[src/core/axis_cmd_regs.vh]
/*
 * Register map, field positions and reset values of the axis command front end.
 * Assumes a 32-bit AXI4-Lite register bus with word-aligned byte addresses.
 */
`ifndef AXIS_CMD_REGS_VH
`define AXIS_CMD_REGS_VH

// Byte offsets
`define OFS_INSTR       8'h00
`define OFS_TARGET      8'h04
`define OFS_DISTANCE    8'h08
`define OFS_FLOOR       8'h0C
`define OFS_CEILING     8'h10
`define OFS_AXIS_STATE  8'h14
`define OFS_SYNC_CMD    8'h18
`define OFS_PROP_TWO    8'h1C
`define OFS_CUR_SPEED   8'h20
`define OFS_CMD_STATUS  8'h24

// Mirrored status word fields
`define F_MOTION_HI     23
`define F_MOTION_LO     21
`define F_CMD_HI        20
`define F_CMD_LO        16
`define F_SYNC_CMD_HI   19
`define F_HALT          15
`define F_SYNC_ARMED    14
`define F_SENSOR_ANY    13
`define F_PATTERN_HI    12
`define F_PATTERN_LO    8
`define F_OUT_HI        7
`define F_OUT_LO        4
`define F_IN_HI         3
`define F_IN_LO         0

// Property group two bits
`define P_AUTO_START    0
`define P_AUTOFIX       1
`define P_REDUCTION     2
`define P_DIST_MODE     3
`define P_STOP_TYPE     4

// Command status bits
`define S_ERROR         0
`define S_BUSY          1

// Reset values
`define RST_SPEED       14'h0000
`define RST_COORD       24'h000000
`define RST_PROP        5'h00

// Speed limits in pulses per second
`define SPEED_MAX_PPS   14'h30D4
`define SPEED_MIN_PPS   14'h0001

// AXI responses
`define RESP_OKAY       2'h0
`define RESP_SLVERR     2'h2

`endif

[src/core/byte_lane_merge.v]
/*
 * Merges AXI4-Lite write data into a stored register by byte strobe.
 * Assumes the register is at most 32 bits and sits in the low lanes.
 */
`default_nettype none

module byte_lane_merge #(
	parameter W = 24
) (
	input  wire [W-1:0] old_value,
	input  wire [31:0]  wdata,
	input  wire [3:0]   wstrb,
	output wire [W-1:0] merged
);

	genvar i;
	generate
		for (i = 0; i < W; i = i + 1)
		begin : g_bit
			assign merged[i] = wstrb[i / 8] ? wdata[i] : old_value[i];
		end
	endgenerate

endmodule // byte_lane_merge

`default_nettype wire

[src/core/speed_guard.v]
/*
 * Range check and correction of the speed floor and ceiling pair.
 * Purely combinational; the caller samples it when a command is issued.
 */
`default_nettype none

module speed_guard #(
	parameter [13:0] SPEED_MIN = 14'h0001,
	parameter [13:0] SPEED_MAX = 14'h30D4,
	parameter [13:0] MIN_SPAN  = 14'h0000
) (
	input  wire [13:0] floor_in,
	input  wire [13:0] ceiling_in,
	output wire        in_range,
	output wire [13:0] floor_fix,
	output wire [13:0] ceiling_fix
);

	wire [13:0] f_clamp;
	wire [13:0] c_clamp;
	wire [14:0] span_top;

	assign f_clamp  = (floor_in < SPEED_MIN) ? SPEED_MIN :
	                  (floor_in > SPEED_MAX) ? SPEED_MAX : floor_in;
	assign c_clamp  = (ceiling_in < SPEED_MIN) ? SPEED_MIN :
	                  (ceiling_in > SPEED_MAX) ? SPEED_MAX : ceiling_in;
	assign span_top = {1'b0, f_clamp} + {1'b0, MIN_SPAN};

	// Transition width: ceiling must stand at least MIN_SPAN above floor
	assign in_range = (floor_in == f_clamp) && (ceiling_in == c_clamp) &&
	                  ({1'b0, ceiling_in} >= span_top);

	// Raising the ceiling is preferred to lowering the floor
	assign ceiling_fix = ({1'b0, c_clamp} >= span_top) ? c_clamp :
	                     (span_top > {1'b0, SPEED_MAX}) ? SPEED_MAX : span_top[13:0];
	assign floor_fix   = ({1'b0, ceiling_fix} >= span_top) ? f_clamp :
	                     ceiling_fix - MIN_SPAN;

endmodule // speed_guard

`default_nettype wire

[src/core/axis_command_front.v]
/*
 * Register front end of one pulse motion axis: instruction, target,
 * distance and speed registers, plus mirrored status, over AXI4-Lite.
 * Assumes the pulse generator supplies motion state and current speed,
 * and acts on cmd_valid; all pins are synchronous to aclk.
 */
// Overview of operation
// - Bits 23:21 report direction and motion phase.
// - Command field bits 20:16 issue axis instructions.
// - Bit 15 shows active all-stop pin.
// - Bit 14 shows sync prepared, awaiting trigger.
// - Bit 13 ORs all limit and origin sensors.
// - Bits 12:8 hold writable pattern number.
// - Bits 7:4 drive general-purpose output pins.
// - Bits 3:0 monitor general-purpose input pins.
// - Other instruction bits are read-only status.
// - Status fields identical across three mirrored registers.
// - Target coordinate is 24-bit two's complement.
// - Target write auto-starts stopped axis if enabled.
// - Distance signed or unsigned by mode bit.
// - Distance write auto-starts stopped axis if enabled.
// - Speed registers 14 bits, upper bits zero.
// - Floor write ignored while moving with stop-type.
// - Autofix corrects bad speeds and continues.
// - Without autofix bad speeds abort with error.
// - Current speed reads zero while stopped.
`default_nettype none
`include "axis_cmd_regs.vh"

module axis_command_front #(
	parameter [4:0]  MOVE_TO_TARGET_CMD   = 5'h01,
	parameter [4:0]  MOVE_BY_DISTANCE_CMD = 5'h02,
	parameter [13:0] MIN_SPAN             = 14'h0000
) (
	input  wire        aclk,
	input  wire        aresetn,
	input  wire        ce,
	// AXI4-Lite slave
	input  wire [7:0]  s_axi_awaddr,
	input  wire        s_axi_awvalid,
	output reg         s_axi_awready,
	input  wire [31:0] s_axi_wdata,
	input  wire [3:0]  s_axi_wstrb,
	input  wire        s_axi_wvalid,
	output reg         s_axi_wready,
	output reg  [1:0]  s_axi_bresp,
	output reg         s_axi_bvalid,
	input  wire        s_axi_bready,
	input  wire [7:0]  s_axi_araddr,
	input  wire        s_axi_arvalid,
	output reg         s_axi_arready,
	output reg  [31:0] s_axi_rdata,
	output reg  [1:0]  s_axi_rresp,
	output reg         s_axi_rvalid,
	input  wire        s_axi_rready,
	// Axis state from the pulse generator and pins
	input  wire [2:0]  motion_state_field,
	input  wire        all_stop_n,
	input  wire        sync_armed_flag,
	input  wire [4:0]  limit_sensor_bits,
	input  wire [3:0]  input_port_bits,
	input  wire [13:0] current_speed,
	// Command to the pulse generator
	output reg         cmd_valid,
	output reg  [4:0]  cmd_code,
	output reg  [4:0]  cmd_pattern,
	output reg  [23:0] cmd_target,
	output reg  [24:0] cmd_distance,
	output reg  [13:0] cmd_speed_floor,
	output reg  [13:0] cmd_speed_ceiling,
	output reg         cmd_short_reduction,
	output reg         cmd_stop_type,
	output reg         cmd_refused,
	output reg  [3:0]  output_port_bits,
	output reg  [3:0]  sync_cmd_code
);

	reg  [7:0]  aw_addr_q;
	reg  [31:0] w_data_q;
	reg  [3:0]  w_strb_q;
	reg  [4:0]  command_q;
	reg  [4:0]  pattern_index_q;
	reg  [23:0] target_coordinate_q;
	reg  [23:0] travel_distance_q;
	reg  [13:0] speed_floor_q;
	reg  [13:0] speed_ceiling_q;
	reg  [4:0]  property_group_two_q;
	reg         pend_q;
	reg  [4:0]  pend_code_q;
	reg         error_q;
	reg  [31:0] rd_d;
	reg         rd_ok;

	wire        wr_go;
	wire        axis_stopped;
	wire        sensor_any_flag;
	wire [31:0] status_word;
	wire        floor_locked;
	wire        instr_cmd_wr;
	wire        auto_start_hit;
	wire        guard_ok;
	wire [13:0] floor_fix;
	wire [13:0] ceiling_fix;
	wire [23:0] target_m;
	wire [23:0] distance_m;
	wire [13:0] floor_m;
	wire [13:0] ceiling_m;
	wire [23:0] instr_m;
	wire [4:0]  prop_m;
	wire [19:16] sync_m;
	wire        autofix;
	wire        auto_start_on_write;
	wire        distance_mode_select;
	wire        stop_type_select;

	assign autofix              = property_group_two_q[`P_AUTOFIX];
	assign auto_start_on_write  = property_group_two_q[`P_AUTO_START];
	assign distance_mode_select = property_group_two_q[`P_DIST_MODE];
	assign stop_type_select     = property_group_two_q[`P_STOP_TYPE];

	assign wr_go        = !s_axi_awready && !s_axi_wready && !s_axi_bvalid;
	assign axis_stopped = (motion_state_field[1:0] == 2'h0);

	assign sensor_any_flag = |limit_sensor_bits;

	// Common status word; every mirror reads from this one source
	assign status_word = {8'h00,
		motion_state_field,
		5'h00,
		~all_stop_n,
		sync_armed_flag,
		sensor_any_flag,
		5'h00,
		output_port_bits,
		input_port_bits};

	byte_lane_merge #(.W(24)) u_merge_target (
		.old_value (target_coordinate_q),
		.wdata     (w_data_q),
		.wstrb     (w_strb_q),
		.merged    (target_m)
	);

	byte_lane_merge #(.W(24)) u_merge_distance (
		.old_value (travel_distance_q),
		.wdata     (w_data_q),
		.wstrb     (w_strb_q),
		.merged    (distance_m)
	);

	byte_lane_merge #(.W(14)) u_merge_floor (
		.old_value (speed_floor_q),
		.wdata     (w_data_q),
		.wstrb     (w_strb_q),
		.merged    (floor_m)
	);

	byte_lane_merge #(.W(14)) u_merge_ceiling (
		.old_value (speed_ceiling_q),
		.wdata     (w_data_q),
		.wstrb     (w_strb_q),
		.merged    (ceiling_m)
	);

	byte_lane_merge #(.W(24)) u_merge_instr (
		.old_value ({3'h0, command_q, 3'h0, pattern_index_q, output_port_bits, 4'h0}),
		.wdata     (w_data_q),
		.wstrb     (w_strb_q),
		.merged    (instr_m)
	);

	byte_lane_merge #(.W(5)) u_merge_prop (
		.old_value (property_group_two_q),
		.wdata     (w_data_q),
		.wstrb     (w_strb_q),
		.merged    (prop_m)
	);

	speed_guard #(
		.SPEED_MIN   (`SPEED_MIN_PPS),
		.SPEED_MAX   (`SPEED_MAX_PPS),
		.MIN_SPAN    (MIN_SPAN)
	) u_guard (
		.floor_in    (speed_floor_q),
		.ceiling_in  (speed_ceiling_q),
		.in_range    (guard_ok),
		.floor_fix   (floor_fix),
		.ceiling_fix (ceiling_fix)
	);

	assign sync_m = w_strb_q[2] ? w_data_q[19:16] : sync_cmd_code;

	// Protects the deceleration floor against a sudden limit stop
	assign floor_locked = stop_type_select && !axis_stopped;

	// An instruction command is issued only when the lane holding its field is written
	assign instr_cmd_wr   = wr_go && (aw_addr_q == `OFS_INSTR) && w_strb_q[2];
	assign auto_start_hit = wr_go && auto_start_on_write && axis_stopped &&
	                        ((aw_addr_q == `OFS_TARGET) || (aw_addr_q == `OFS_DISTANCE));

	// Write channel handshakes and register stores
	always @(posedge aclk)
	begin
		if (!aresetn)
		begin
			s_axi_awready        <= 1'b1;
			s_axi_wready         <= 1'b1;
			s_axi_bvalid         <= 1'b0;
			s_axi_bresp          <= `RESP_OKAY;
			aw_addr_q            <= 8'h00;
			w_data_q             <= 32'h00000000;
			w_strb_q             <= 4'h0;
			command_q            <= 5'h00;
			pattern_index_q      <= 5'h00;
			output_port_bits     <= 4'h0;
			target_coordinate_q  <= `RST_COORD;
			travel_distance_q    <= `RST_COORD;
			speed_floor_q        <= `RST_SPEED;
			speed_ceiling_q      <= `RST_SPEED;
			property_group_two_q <= `RST_PROP;
			sync_cmd_code        <= 4'h0;
		end
		else if (ce)
		begin
			if (s_axi_awvalid && s_axi_awready)
			begin
				aw_addr_q     <= {s_axi_awaddr[7:2], 2'b00};
				s_axi_awready <= 1'b0;
			end
			if (s_axi_wvalid && s_axi_wready)
			begin
				w_data_q     <= s_axi_wdata;
				w_strb_q     <= s_axi_wstrb;
				s_axi_wready <= 1'b0;
			end
			if (s_axi_bvalid && s_axi_bready)
			begin
				s_axi_bvalid  <= 1'b0;
				s_axi_awready <= 1'b1;
				s_axi_wready  <= 1'b1;
			end
			if (wr_go)
			begin
				s_axi_bvalid <= 1'b1;
				s_axi_bresp  <= `RESP_OKAY;
				case (aw_addr_q)
					`OFS_INSTR:
					begin
						// Status bits are not stored; only writable fields
						command_q        <= instr_m[20:16];
						pattern_index_q  <= instr_m[12:8];
						output_port_bits <= instr_m[7:4];
					end
					`OFS_TARGET:     target_coordinate_q <= target_m;
					`OFS_DISTANCE:   travel_distance_q   <= distance_m;
					`OFS_FLOOR:
					begin
						if (!floor_locked)
							speed_floor_q <= floor_m;
					end
					`OFS_CEILING:    speed_ceiling_q     <= ceiling_m;
					`OFS_PROP_TWO:   property_group_two_q <= prop_m;
					`OFS_SYNC_CMD:   sync_cmd_code       <= sync_m;
					`OFS_AXIS_STATE,
					`OFS_CUR_SPEED,
					`OFS_CMD_STATUS: s_axi_bresp <= `RESP_OKAY;
					default:         s_axi_bresp <= `RESP_SLVERR;
				endcase
			end
			// Correction rewrites the stored pair so software sees what ran
			if (pend_q && !guard_ok && autofix)
			begin
				speed_floor_q   <= floor_fix;
				speed_ceiling_q <= ceiling_fix;
			end
		end
	end

	// Issue pipeline: capture, check one cycle later, then start or refuse
	always @(posedge aclk)
	begin
		if (!aresetn)
		begin
			pend_q              <= 1'b0;
			pend_code_q         <= 5'h00;
			cmd_valid           <= 1'b0;
			cmd_refused         <= 1'b0;
			cmd_code            <= 5'h00;
			cmd_pattern         <= 5'h00;
			cmd_target          <= `RST_COORD;
			cmd_distance        <= 25'h0000000;
			cmd_speed_floor     <= `RST_SPEED;
			cmd_speed_ceiling   <= `RST_SPEED;
			cmd_short_reduction <= 1'b0;
			cmd_stop_type       <= 1'b0;
			error_q             <= 1'b0;
		end
		else if (ce)
		begin
			cmd_valid   <= 1'b0;
			cmd_refused <= 1'b0;
			pend_q      <= instr_cmd_wr || auto_start_hit;
			if (instr_cmd_wr)
				pend_code_q <= instr_m[20:16];
			else if (aw_addr_q == `OFS_TARGET)
				pend_code_q <= MOVE_TO_TARGET_CMD;
			else
				pend_code_q <= MOVE_BY_DISTANCE_CMD;

			// Clear by writing one; a new error in the same cycle wins
			if (wr_go && (aw_addr_q == `OFS_CMD_STATUS) && w_strb_q[0] && w_data_q[`S_ERROR])
				error_q <= 1'b0;

			if (pend_q)
			begin
				if (guard_ok || autofix)
				begin
					cmd_valid           <= 1'b1;
					cmd_code            <= pend_code_q;
					cmd_pattern         <= pattern_index_q;
					cmd_target          <= target_coordinate_q;
					// Relative distance sign-extends, absolute zero-extends
					cmd_distance        <= distance_mode_select ?
						{1'b0, travel_distance_q} :
						{travel_distance_q[23], travel_distance_q};
					cmd_speed_floor     <= guard_ok ? speed_floor_q : floor_fix;
					cmd_speed_ceiling   <= guard_ok ? speed_ceiling_q : ceiling_fix;
					cmd_short_reduction <= property_group_two_q[`P_REDUCTION];
					cmd_stop_type       <= stop_type_select;
				end
				else
				begin
					cmd_refused <= 1'b1;
					error_q     <= 1'b1;
				end
			end
		end
	end

	// Read data selection; mirrors share status_word
	always @*
	begin
		rd_d  = 32'h00000000;
		rd_ok = 1'b1;
		case ({s_axi_araddr[7:2], 2'b00})
			`OFS_INSTR:
				rd_d = {status_word[31:21], command_q,
				        status_word[15:13], pattern_index_q, status_word[7:0]};
			`OFS_AXIS_STATE:
				rd_d = {status_word[31:13], limit_sensor_bits, status_word[7:0]};
			`OFS_SYNC_CMD:
				rd_d = {status_word[31:20], sync_cmd_code,
				        status_word[15:13], pattern_index_q, status_word[7:0]};
			`OFS_TARGET:     rd_d = {8'h00, target_coordinate_q};
			`OFS_DISTANCE:   rd_d = {8'h00, travel_distance_q};
			`OFS_FLOOR:      rd_d = {18'h00000, speed_floor_q};
			`OFS_CEILING:    rd_d = {18'h00000, speed_ceiling_q};
			`OFS_PROP_TWO:   rd_d = {27'h0000000, property_group_two_q};
			`OFS_CUR_SPEED:  rd_d = axis_stopped ? 32'h00000000 : {18'h00000, current_speed};
			`OFS_CMD_STATUS: rd_d = {30'h00000000, pend_q, error_q};
			default:         rd_ok = 1'b0;
		endcase
	end

	// Read channel: one outstanding read, answered the cycle after address
	always @(posedge aclk)
	begin
		if (!aresetn)
		begin
			s_axi_arready <= 1'b1;
			s_axi_rvalid  <= 1'b0;
			s_axi_rdata   <= 32'h00000000;
			s_axi_rresp   <= `RESP_OKAY;
		end
		else if (ce)
		begin
			if (s_axi_arvalid && s_axi_arready)
			begin
				s_axi_arready <= 1'b0;
				s_axi_rvalid  <= 1'b1;
				s_axi_rdata   <= rd_d;
				s_axi_rresp   <= rd_ok ? `RESP_OKAY : `RESP_SLVERR;
			end
			else if (s_axi_rvalid && s_axi_rready)
			begin
				s_axi_rvalid  <= 1'b0;
				s_axi_arready <= 1'b1;
			end
		end
	end

endmodule // axis_command_front

`default_nettype wire

[config.mk]
export PLATFORM = sky130hd
export DESIGN_NAME = axis_command_front
export DESIGN_NICKNAME = d
export VERILOG_FILES = /design/src/core/byte_lane_merge.v /design/src/core/speed_guard.v /design/src/core/axis_command_front.v
export VERILOG_INCLUDE_DIRS = /design/src /design/src/core
export SDC_FILE = /design/constraint.sdc
export NUM_CORES = 1
export LEC_CHECK = 0
export ABC_AREA = 1
export BUFFER_PORTS_ARGS = -buffer_cell sky130_fd_sc_hd__buf_2
export CAP_MARGIN = 20
export CORE_MARGIN = 2
export CORE_UTILIZATION = 40
export DETAILED_ROUTE_END_ITERATION = 10
export GPL_TIMING_DRIVEN = 0
export PLACE_DENSITY = 0.63
export SYNTH_ARGS = -nofsm -noshare
export SYNTH_HDL_FRONTEND = slang
export SYNTH_SLANG_ARGS = --single-unit
[constraint.sdc]
create_clock -name aclk -period 11.3 [get_ports aclk]
set_clock_uncertainty 0.05 [all_clocks]
set_input_delay 0 -clock aclk [delete_from_list [all_inputs] [get_ports aclk]]
set_output_delay 0 -clock aclk [all_outputs]
set_load 0.01 [all_outputs]
; ---- Yosys cells after proc, flatten, opt, wreduce, memory -nomap -nowiden
; Cells that the tools add are included.
[word_totals]
out_inout_bits = 140
reg_bits = 271
[op_classes]
reduce_logical = 67
n_eq_ne = 21
bitwise_logic = 1
order_cmp = 8
n_mux = 60
[op_table]
columns = op, count
row1 = case mux 24 bit (10 select lines), 1
row2 = two-way mux 14 bit, 17
row3 = "equality test 6 x 3 -> 1 bit, second input constant", 8
row4 = AND reduction 4 bit, 12
row5 = >= comparator 14 bit, 3
row6 = "greater-than comparator 14 bit, second input constant", 3
row7 = two-way mux 1 bit, 37
row8 = equality test 14 bit, 2
row9 = "< comparator 14 x 1 -> 1 bit, second input constant", 2
row10 = two-way mux 25 bit, 1
row11 = "equality test 6 x 2 -> 1 bit, second input constant", 4
row12 = "equality test 6 x 4 -> 1 bit, second input constant", 4
row13 = logical AND 1 bit, 20
row14 = OR reduction 10 bit, 2
row15 = nonzero test 2 bit, 9
row16 = AND reduction 2 bit, 8
row17 = "equality test 6 x 1 -> 1 bit, second input constant", 2
row18 = AND reduction 5 bit, 2
row19 = logical NOT 8 bit, 1
row20 = logical NOT 6 bit, 1
row21 = two-way mux 2 bit, 3
row22 = AND reduction 3 bit, 2
row23 = logical NOT 1 bit, 5
row24 = two-way mux 5 bit, 1
row25 = 5 further kinds, 7

; ---- Longest topological paths before layout
[logic_depth]
word_depth = 11
depth_mapped = 38

; ---- Modules after synthesis
; Synthesis repeated with hierarchy kept, for this count alone.
[unflattened]
cells_unflattened = 2259
area_unflattened_um2 = 14722.9
[modules_own_cells]
columns = module, n_inst, cells_per_inst, area_per_inst_um2
row1 = axis_command_front, 1, 1582, 11472.3
row2 = speed_guard, 1, 337, 1891.8
row3 = byte_lane_merge at u_merge_distance ..., 3, 78, 315.3
row4 = byte_lane_merge at u_merge_ceiling ..., 2, 45, 176.4
row5 = byte_lane_merge at u_merge_prop, 1, 16, 60.1

; ---- Least setup slack after synthesis
; No wires, ideal clock.
[synth_timing]
path_type = reg-to-reg
start = reg speed_floor_q[0]
end = reg cmd_speed_floor[12]
path_stages_with_launch = 34
synth_period_minus_slack_ns = 4.090
setup_slack_ns = 7.210
arrival_time_ns = 3.923
path_buffers = 3
setup_time_ns = 0.117
cell_sequence = dfxtp_1 -> nor2_1 -> nand2_1 -> nand2_1 -> nand2_1 -> nand2_2 -> nand2_4 -> buf_2 -> nor2_1 -> inv_1 -> ha_1 -> nand2_1 -> inv_1 -> nand2_1 -> nand2_1 -> a21oi_1 -> nand3_1 -> inv_1 -> buf_2 -> nand2_1 -> nand2_1 -> inv_1 -> ha_1 -> a21oi_1 -> o21ai_0 -> a21oi_1 -> nand2_1 -> nor2_1 -> inv_1 -> buf_4 -> o21ai_0 -> nor2_1 -> nor2_1 -> nor2_1
[synth_between]
elab_chain_cells = 9
elab_cells_between_ends = 17
[synth_rtl]
columns = item, line
row1 = from (decl), axis_command_front.v:85  ; reg [13:0] speed_floor_q;
row2 = from (signal assigned), axis_command_front.v:218  ; speed_floor_q <= `RST_SPEED;
row3 = from (signal assigned), axis_command_front.v:259  ; speed_floor_q <= floor_m;
row4 = from (signal assigned), axis_command_front.v:273  ; speed_floor_q <= floor_fix;
row5 = greater-than comparator 14 bit, speed_guard.v:24  ; (floor_in > SPEED_MAX) ? SPEED_MAX : floor_in;
row6 = two-way mux 14 bit, speed_guard.v:24
row7 = two-way mux 14 bit, speed_guard.v:23  ; assign f_clamp = (floor_in < SPEED_MIN) ? SPEED_MIN :
row8 = greater-than comparator 14 bit, speed_guard.v:35  ; (span_top > {1'b0, SPEED_MAX}) ? SPEED_MAX : span_top[13:0];
row9 = two-way mux 14 bit, speed_guard.v:35
row10 = two-way mux 14 bit, speed_guard.v:34  ; assign ceiling_fix = ({1'b0, c_clamp} >= span_top) ? c_clamp :
row11 = >= comparator 14 bit, speed_guard.v:36  ; assign floor_fix = ({1'b0, ceiling_fix} >= span_top) ? f_clamp :
row12 = two-way mux 14 bit, speed_guard.v:36
row13 = two-way mux 14 bit, axis_command_front.v:326  ; cmd_speed_floor <= guard_ok ? speed_floor_q : floor_fix;
row14 = to (signal assigned), axis_command_front.v:292  ; cmd_speed_floor <= `RST_SPEED;
row15 = to (signal assigned), axis_command_front.v:326
row16 = to (decl), axis_command_front.v:69  ; output reg [13:0] cmd_speed_floor,
; Several ways; a longest one is shown, not always the timed one.
; A chain may end at the register's enable or synchronous reset.

; ---- Final worst setup path
[layout_timing]
start = reg speed_ceiling_q[10]
end = reg cmd_speed_floor[13]
[layout_between]
elab_chain_cells = 8
elab_cells_between_ends = 15
[layout_rtl]
columns = item, line
row1 = from (decl), axis_command_front.v:86  ; reg [13:0] speed_ceiling_q;
row2 = from (signal assigned), axis_command_front.v:219  ; speed_ceiling_q <= `RST_SPEED;
row3 = from (signal assigned), axis_command_front.v:261  ; `OFS_CEILING: speed_ceiling_q <= ceiling_m;
row4 = from (signal assigned), axis_command_front.v:274  ; speed_ceiling_q <= ceiling_fix;
row5 = greater-than comparator 14 bit, speed_guard.v:26  ; (ceiling_in > SPEED_MAX) ? SPEED_MAX : ceiling_in;
row6 = two-way mux 14 bit, speed_guard.v:26
row7 = two-way mux 14 bit, speed_guard.v:25  ; assign c_clamp = (ceiling_in < SPEED_MIN) ? SPEED_MIN :
row8 = >= comparator 14 bit or equality test 14 bit (tied branches), "speed_guard.v:34, speed_guard.v:30"
row9 = two-way mux 14 bit or logical AND 1 bit (tied branches), "speed_guard.v:34, speed_guard.v:30"
row10 = >= comparator 14 bit or logical AND 1 bit (tied branches), "speed_guard.v:36, speed_guard.v:30"
row11 = two-way mux 14 bit or logical OR 1 bit (tied branches), "speed_guard.v:36, axis_command_front.v:316"
row12 = two-way mux 14 bit or AND reduction 3 bit (tied branches), --
; Several ways; a longest one is shown, not always the timed one.

==> impl_metrics.sql <==
INSERT INTO impl_metrics (metric_group, metric, value, unit) VALUES
('status', 'outcome', 'completed', ''),
('global_routing', 'grt_pass1_wl', '76700', 'um'),
('logic_synthesis', 'mappedNetlistArea', '0.0127', 'mm^2'),
('logic_synthesis', 'synth_top_cells_by_area', 'dfxtp_1 41%, nand2_1 12%, nor2_1 10%', ''),
('layout', 'layout-drive-gt1-share', '14.9', '%'),
('logic_synthesis', 'synth.ff_latch_count', '261', ''),
('routing', 'routedWlPerCell', '19.7', 'um'),
('power', 'cell_internal_pwr', '1.55', 'mW'),
('setup_path', 'cp-start-kind', 'register', ''),
('worst_hold_path', 'worstHoldPathType', 'in -> reg', ''),
('routing', 'vias', '13900', ''),
('setup_path', 'cpMaxStageDelayCell', 'dfxtp_1', ''),
('worst_hold_path', 'min-delay-start', 'aresetn', ''),
('global_routing', 'number_of_global_route_vias_before_repair', '12900', ''),
('layout', 'num_antenna_cells', '0', ''),
('routing', 'final_routed_drc_violation_total', '0', ''),
('routing', 'first_iter_violations', '1650', ''),
('placement', 'routabilityCongestion', '0.956', ''),
('clocking', 'cts.htree.levels', '1', ''),
('global_routing', 'grtUsageMet2', '46.1', '%'),
('clocking', 'tritoncts_num_sinks', '261', ''),
('logic_synthesis', 'synth-warning-count', '0', ''),
('floorplanning', 'fp.dieArea', '0.0333', 'mm^2'),
('global_routing', 'gr-usage-met3', '3.29', '%'),
('placement', 'dp_worst_setup_slack', '5.50', 'ns'),
('power', 'sw_frac_of_total', '24.5', '%'),
('power', 'power.density_cell_area', '129', 'mW/mm^2'),
('setup_path', 'worstPathArrival', '6.32', 'ns'),
('logic_synthesis', 'synth.mux.area_fraction', '0', '%'),
('global_routing', 'largest_net_degree_at_the_start_of_global_routing', '17', ''),
('placement', 'dpl_cell_area', '0.0143', 'mm^2'),
('layout', 'post_layout_inst_area', '0.0160', 'mm^2'),
('setup_path', 'reg2reg_from', 'speed_ceiling_q[10]$_SDFFE_PN0P_', ''),
('global_routing', 'grt_antenna_before_repair', '0', ''),
('timing', 'unrepaired_setup_endpoints_after_global_routing', 'no', ''),
('logic_synthesis', 'ys_seq_area_share', '41.1', '%'),
('power', 'power_frac_seq', '45.6', '%'),
('global_routing', 'grt_overflow_total', '0', ''),
('power', 'leakage', '7.77', 'nW'),
('timing', 'finalMaxSlewViolations', '0', ''),
('clocking', 'post_cts_resize_count', '0', ''),
('global_routing', 'grt_use_total', '30.2', '%'),
('worst_hold_path', 'hold_path_depth', '4', ''),
('setup_path', 'crit_path_max_fanout', '10', ''),
('power', 'combinationalPowerShare', '6.5', '%'),
('layout', 'area_growth_synth_to_finish', '25.8', '%'),
('clocking', 'tritoncts_buffers', '30', ''),
('setup_path', 'critical_path.reg2reg.endpoint', 'cmd_speed_floor[13]$_SDFFE_PN0P_', ''),
('power', 'power.net_switching', '0.505', 'mW'),
('layout', 'post-route-util', '50.9', '%'),
('routing', 'wirelength', '51100', 'um'),
('logic_synthesis', 'synth_top_area_cell', 'dfxtp_1', ''),
('timing', 'setup_tns', '0', 'ns'),
('logic_synthesis', 'postSynthAreaPerCell', '6.86', 'um^2'),
('timing', 'slew_headroom', '42.8', '%'),
('clocking', 'cts.clk_slew.worst_paths', '0.06', 'ns'),
('run', 'timing.max_cap.violations', '0', ''),
('timing', 'worst-slew-pin-transition', '0.854', 'ns'),
('global_routing', 'globalRouteMet1Util', '45.0', '%'),
('logic_synthesis', 'post_synth_fa_ha_maj_area_fraction', '4.13', '%'),
('layout', 'nNetsFinal', '2303', ''),
('routing', 'via_per_inst', '5.36', ''),
('logic_synthesis', 'simple_gate_fraction_of_synth_area', '27.2', '%'),
('placement', 'detailedPlacementHpwl', '39000', 'um'),
('timing', 'timing_hold_violations_final', '0', ''),
('logic_synthesis', 'synth_xor_xnor_area_share', '0', '%'),
('floorplanning', 'coreArea', '0.0315', 'mm^2'),
('logic_synthesis', 'synth-compound-area-share', '18.3', '%'),
('logic_synthesis', 'netlist_instances', '1855', ''),
('layout', 'multi_input_area', '0.00635', 'mm^2'),
('setup_path', 'cpPeakStageDelay', '0.38', 'ns');
==> placed cells by master, fill, tap and decap left out, drive strengths merged, types with 2 or more instances in the layout <==
master	count
nor2	346
nand2	400
conb	10
nand3b	2
nand3	62
inv	169
a22oi	17
o21ai	207
nor3b	3
clkbuf	94
a21oi	157
bufinv	2
o31ai	2
buf	255
a211oi	24
dlygate4sd3	74
nand4	16
o22ai	7
clkinv	5
clkinvlp	2
nor3	18
dfxtp	261
ha	42
a221oi	7
==> logic make-up after synthesis <==
family          count (synthesis)
flops                         261
compound gates                430
simple gates                  851
buf+inv                       270
fa+ha+maj                      42
other cells                     1
==> power groups by stage <==
stage	sequential [mW]	combinational [mW]	clock (mW)
2_1_floorplan	0.958	0.0580	0
3_3_place_gp	0.960	0.109	0
3_5_place_dp	0.960	0.110	0
4_1_cts	0.940	0.128	0.989
5_1_grt	0.941	0.142	1.03
6_report	0.940	0.133	0.986
==> how the worst max path moves through the flow <==
stage	from	to	slack, ns
CTS	speed_ceiling_q[9]$_SDFFE_PN0P_	cmd_speed_floor[13]$_SDFFE_PN0P_	5.49
floorplan	speed_floor_q[0]$_SDFFE_PN0P_	cmd_speed_floor[12]$_SDFFE_PN0P_	7.21
detailed placement	speed_ceiling_q[9]$_SDFFE_PN0P_	cmd_speed_floor[13]$_SDFFE_PN0P_	5.50
finish	speed_ceiling_q[10]$_SDFFE_PN0P_	cmd_speed_floor[13]$_SDFFE_PN0P_	5.40
global placement	speed_ceiling_q[5]$_SDFFE_PN0P_	cmd_speed_floor[13]$_SDFFE_PN0P_	5.49
global route	speed_ceiling_q[1]$_SDFFE_PN0P_	cmd_speed_floor[13]$_SDFFE_PN0P_	4.85
==> final cells by class <==
class	count	share of cell area [%]
buffer	100	3.39
sequential	261	32.6
multi-input combinational	1333	39.7
timing repair buffer	277	11.0
inverter	170	3.99
clock inverter	8	0.774
tap	402	3.14
clock buffer	46	5.44
==> through the flow <==
stage / power, mW / hold slack, ns
2_1_floorplan: 1.02 / 0.109
3_3_place_gp: 1.07 / 0.226
3_5_place_dp: 1.07 / 0.228
4_1_cts: 2.06 / 0.0154
5_1_grt: 2.11 / 0.0344
6_report: 2.06 / 0.0349
==> state kept, by name (all words and copies together), names as in the netlist, 3 cells and up <==
register and count:
aw_addr_q 6, cmd_code 5, cmd_distance 25, cmd_pattern 5, cmd_speed_ceiling 14, cmd_speed_floor 14, cmd_target 24, command_q 5
output_port_bits 4, pattern_index_q 5, pend_code_q 5, property_group_two_q 5, s_axi_rdata 24, speed_ceiling_q 14, speed_floor_q 14, sync_cmd_code 4
target_coordinate_q 24, travel_distance_q 24, w_data_q 24, w_strb_q 3
==> cell usage after synthesis (all sizes together) <==
cell type  count
nor2         346
a211oi        24
inv          169
clkinv         1
o2111a         1
conb           1
a21oi        157
o221ai         1
o211ai         1
nor4           1
o2111ai        1
or3            1
o21bai         1
nand3b         2
nand3         62
o21ai        207
a221oi         7
a311oi         1
nor3          18
and2           1
nand4         16
buf           52
clkbuf        48
o21a           1
o22ai          7
nor3b          3
nand2        400
a22o           1
or2            1
o31ai          2
a22oi         17
dfxtp        261
ha            42
a31oi          1
==> what timing repair did <==
| action | in CTS | in global routing |
|---|---|---|
| setup buffers | 0 | 0 |
| hold buffers | 74 | 0 |
| hold endpoints to repair | 62 | 0 |
==> critical path, delay by kind of cell (launching register included) <==
kind	cells	cell delay [ns]
and+or+nand+nor	22	3.28
DFF	1	0.38
AOI/OAI and AO/OA	2	0.35
adders and majority gates	2	0.56
buffers and inverters	8	1.15
==> layer usage <==
layer | vias to the layer above | wire, um
met5 | - | 0
met4 | 0 | 1320
met3 | 82 | 4560
met2 | 700 | 21700
met1 | 6469 | 23500
li1 | 6677 | -
No activity file was read; power rests on OpenSTA's default activity.
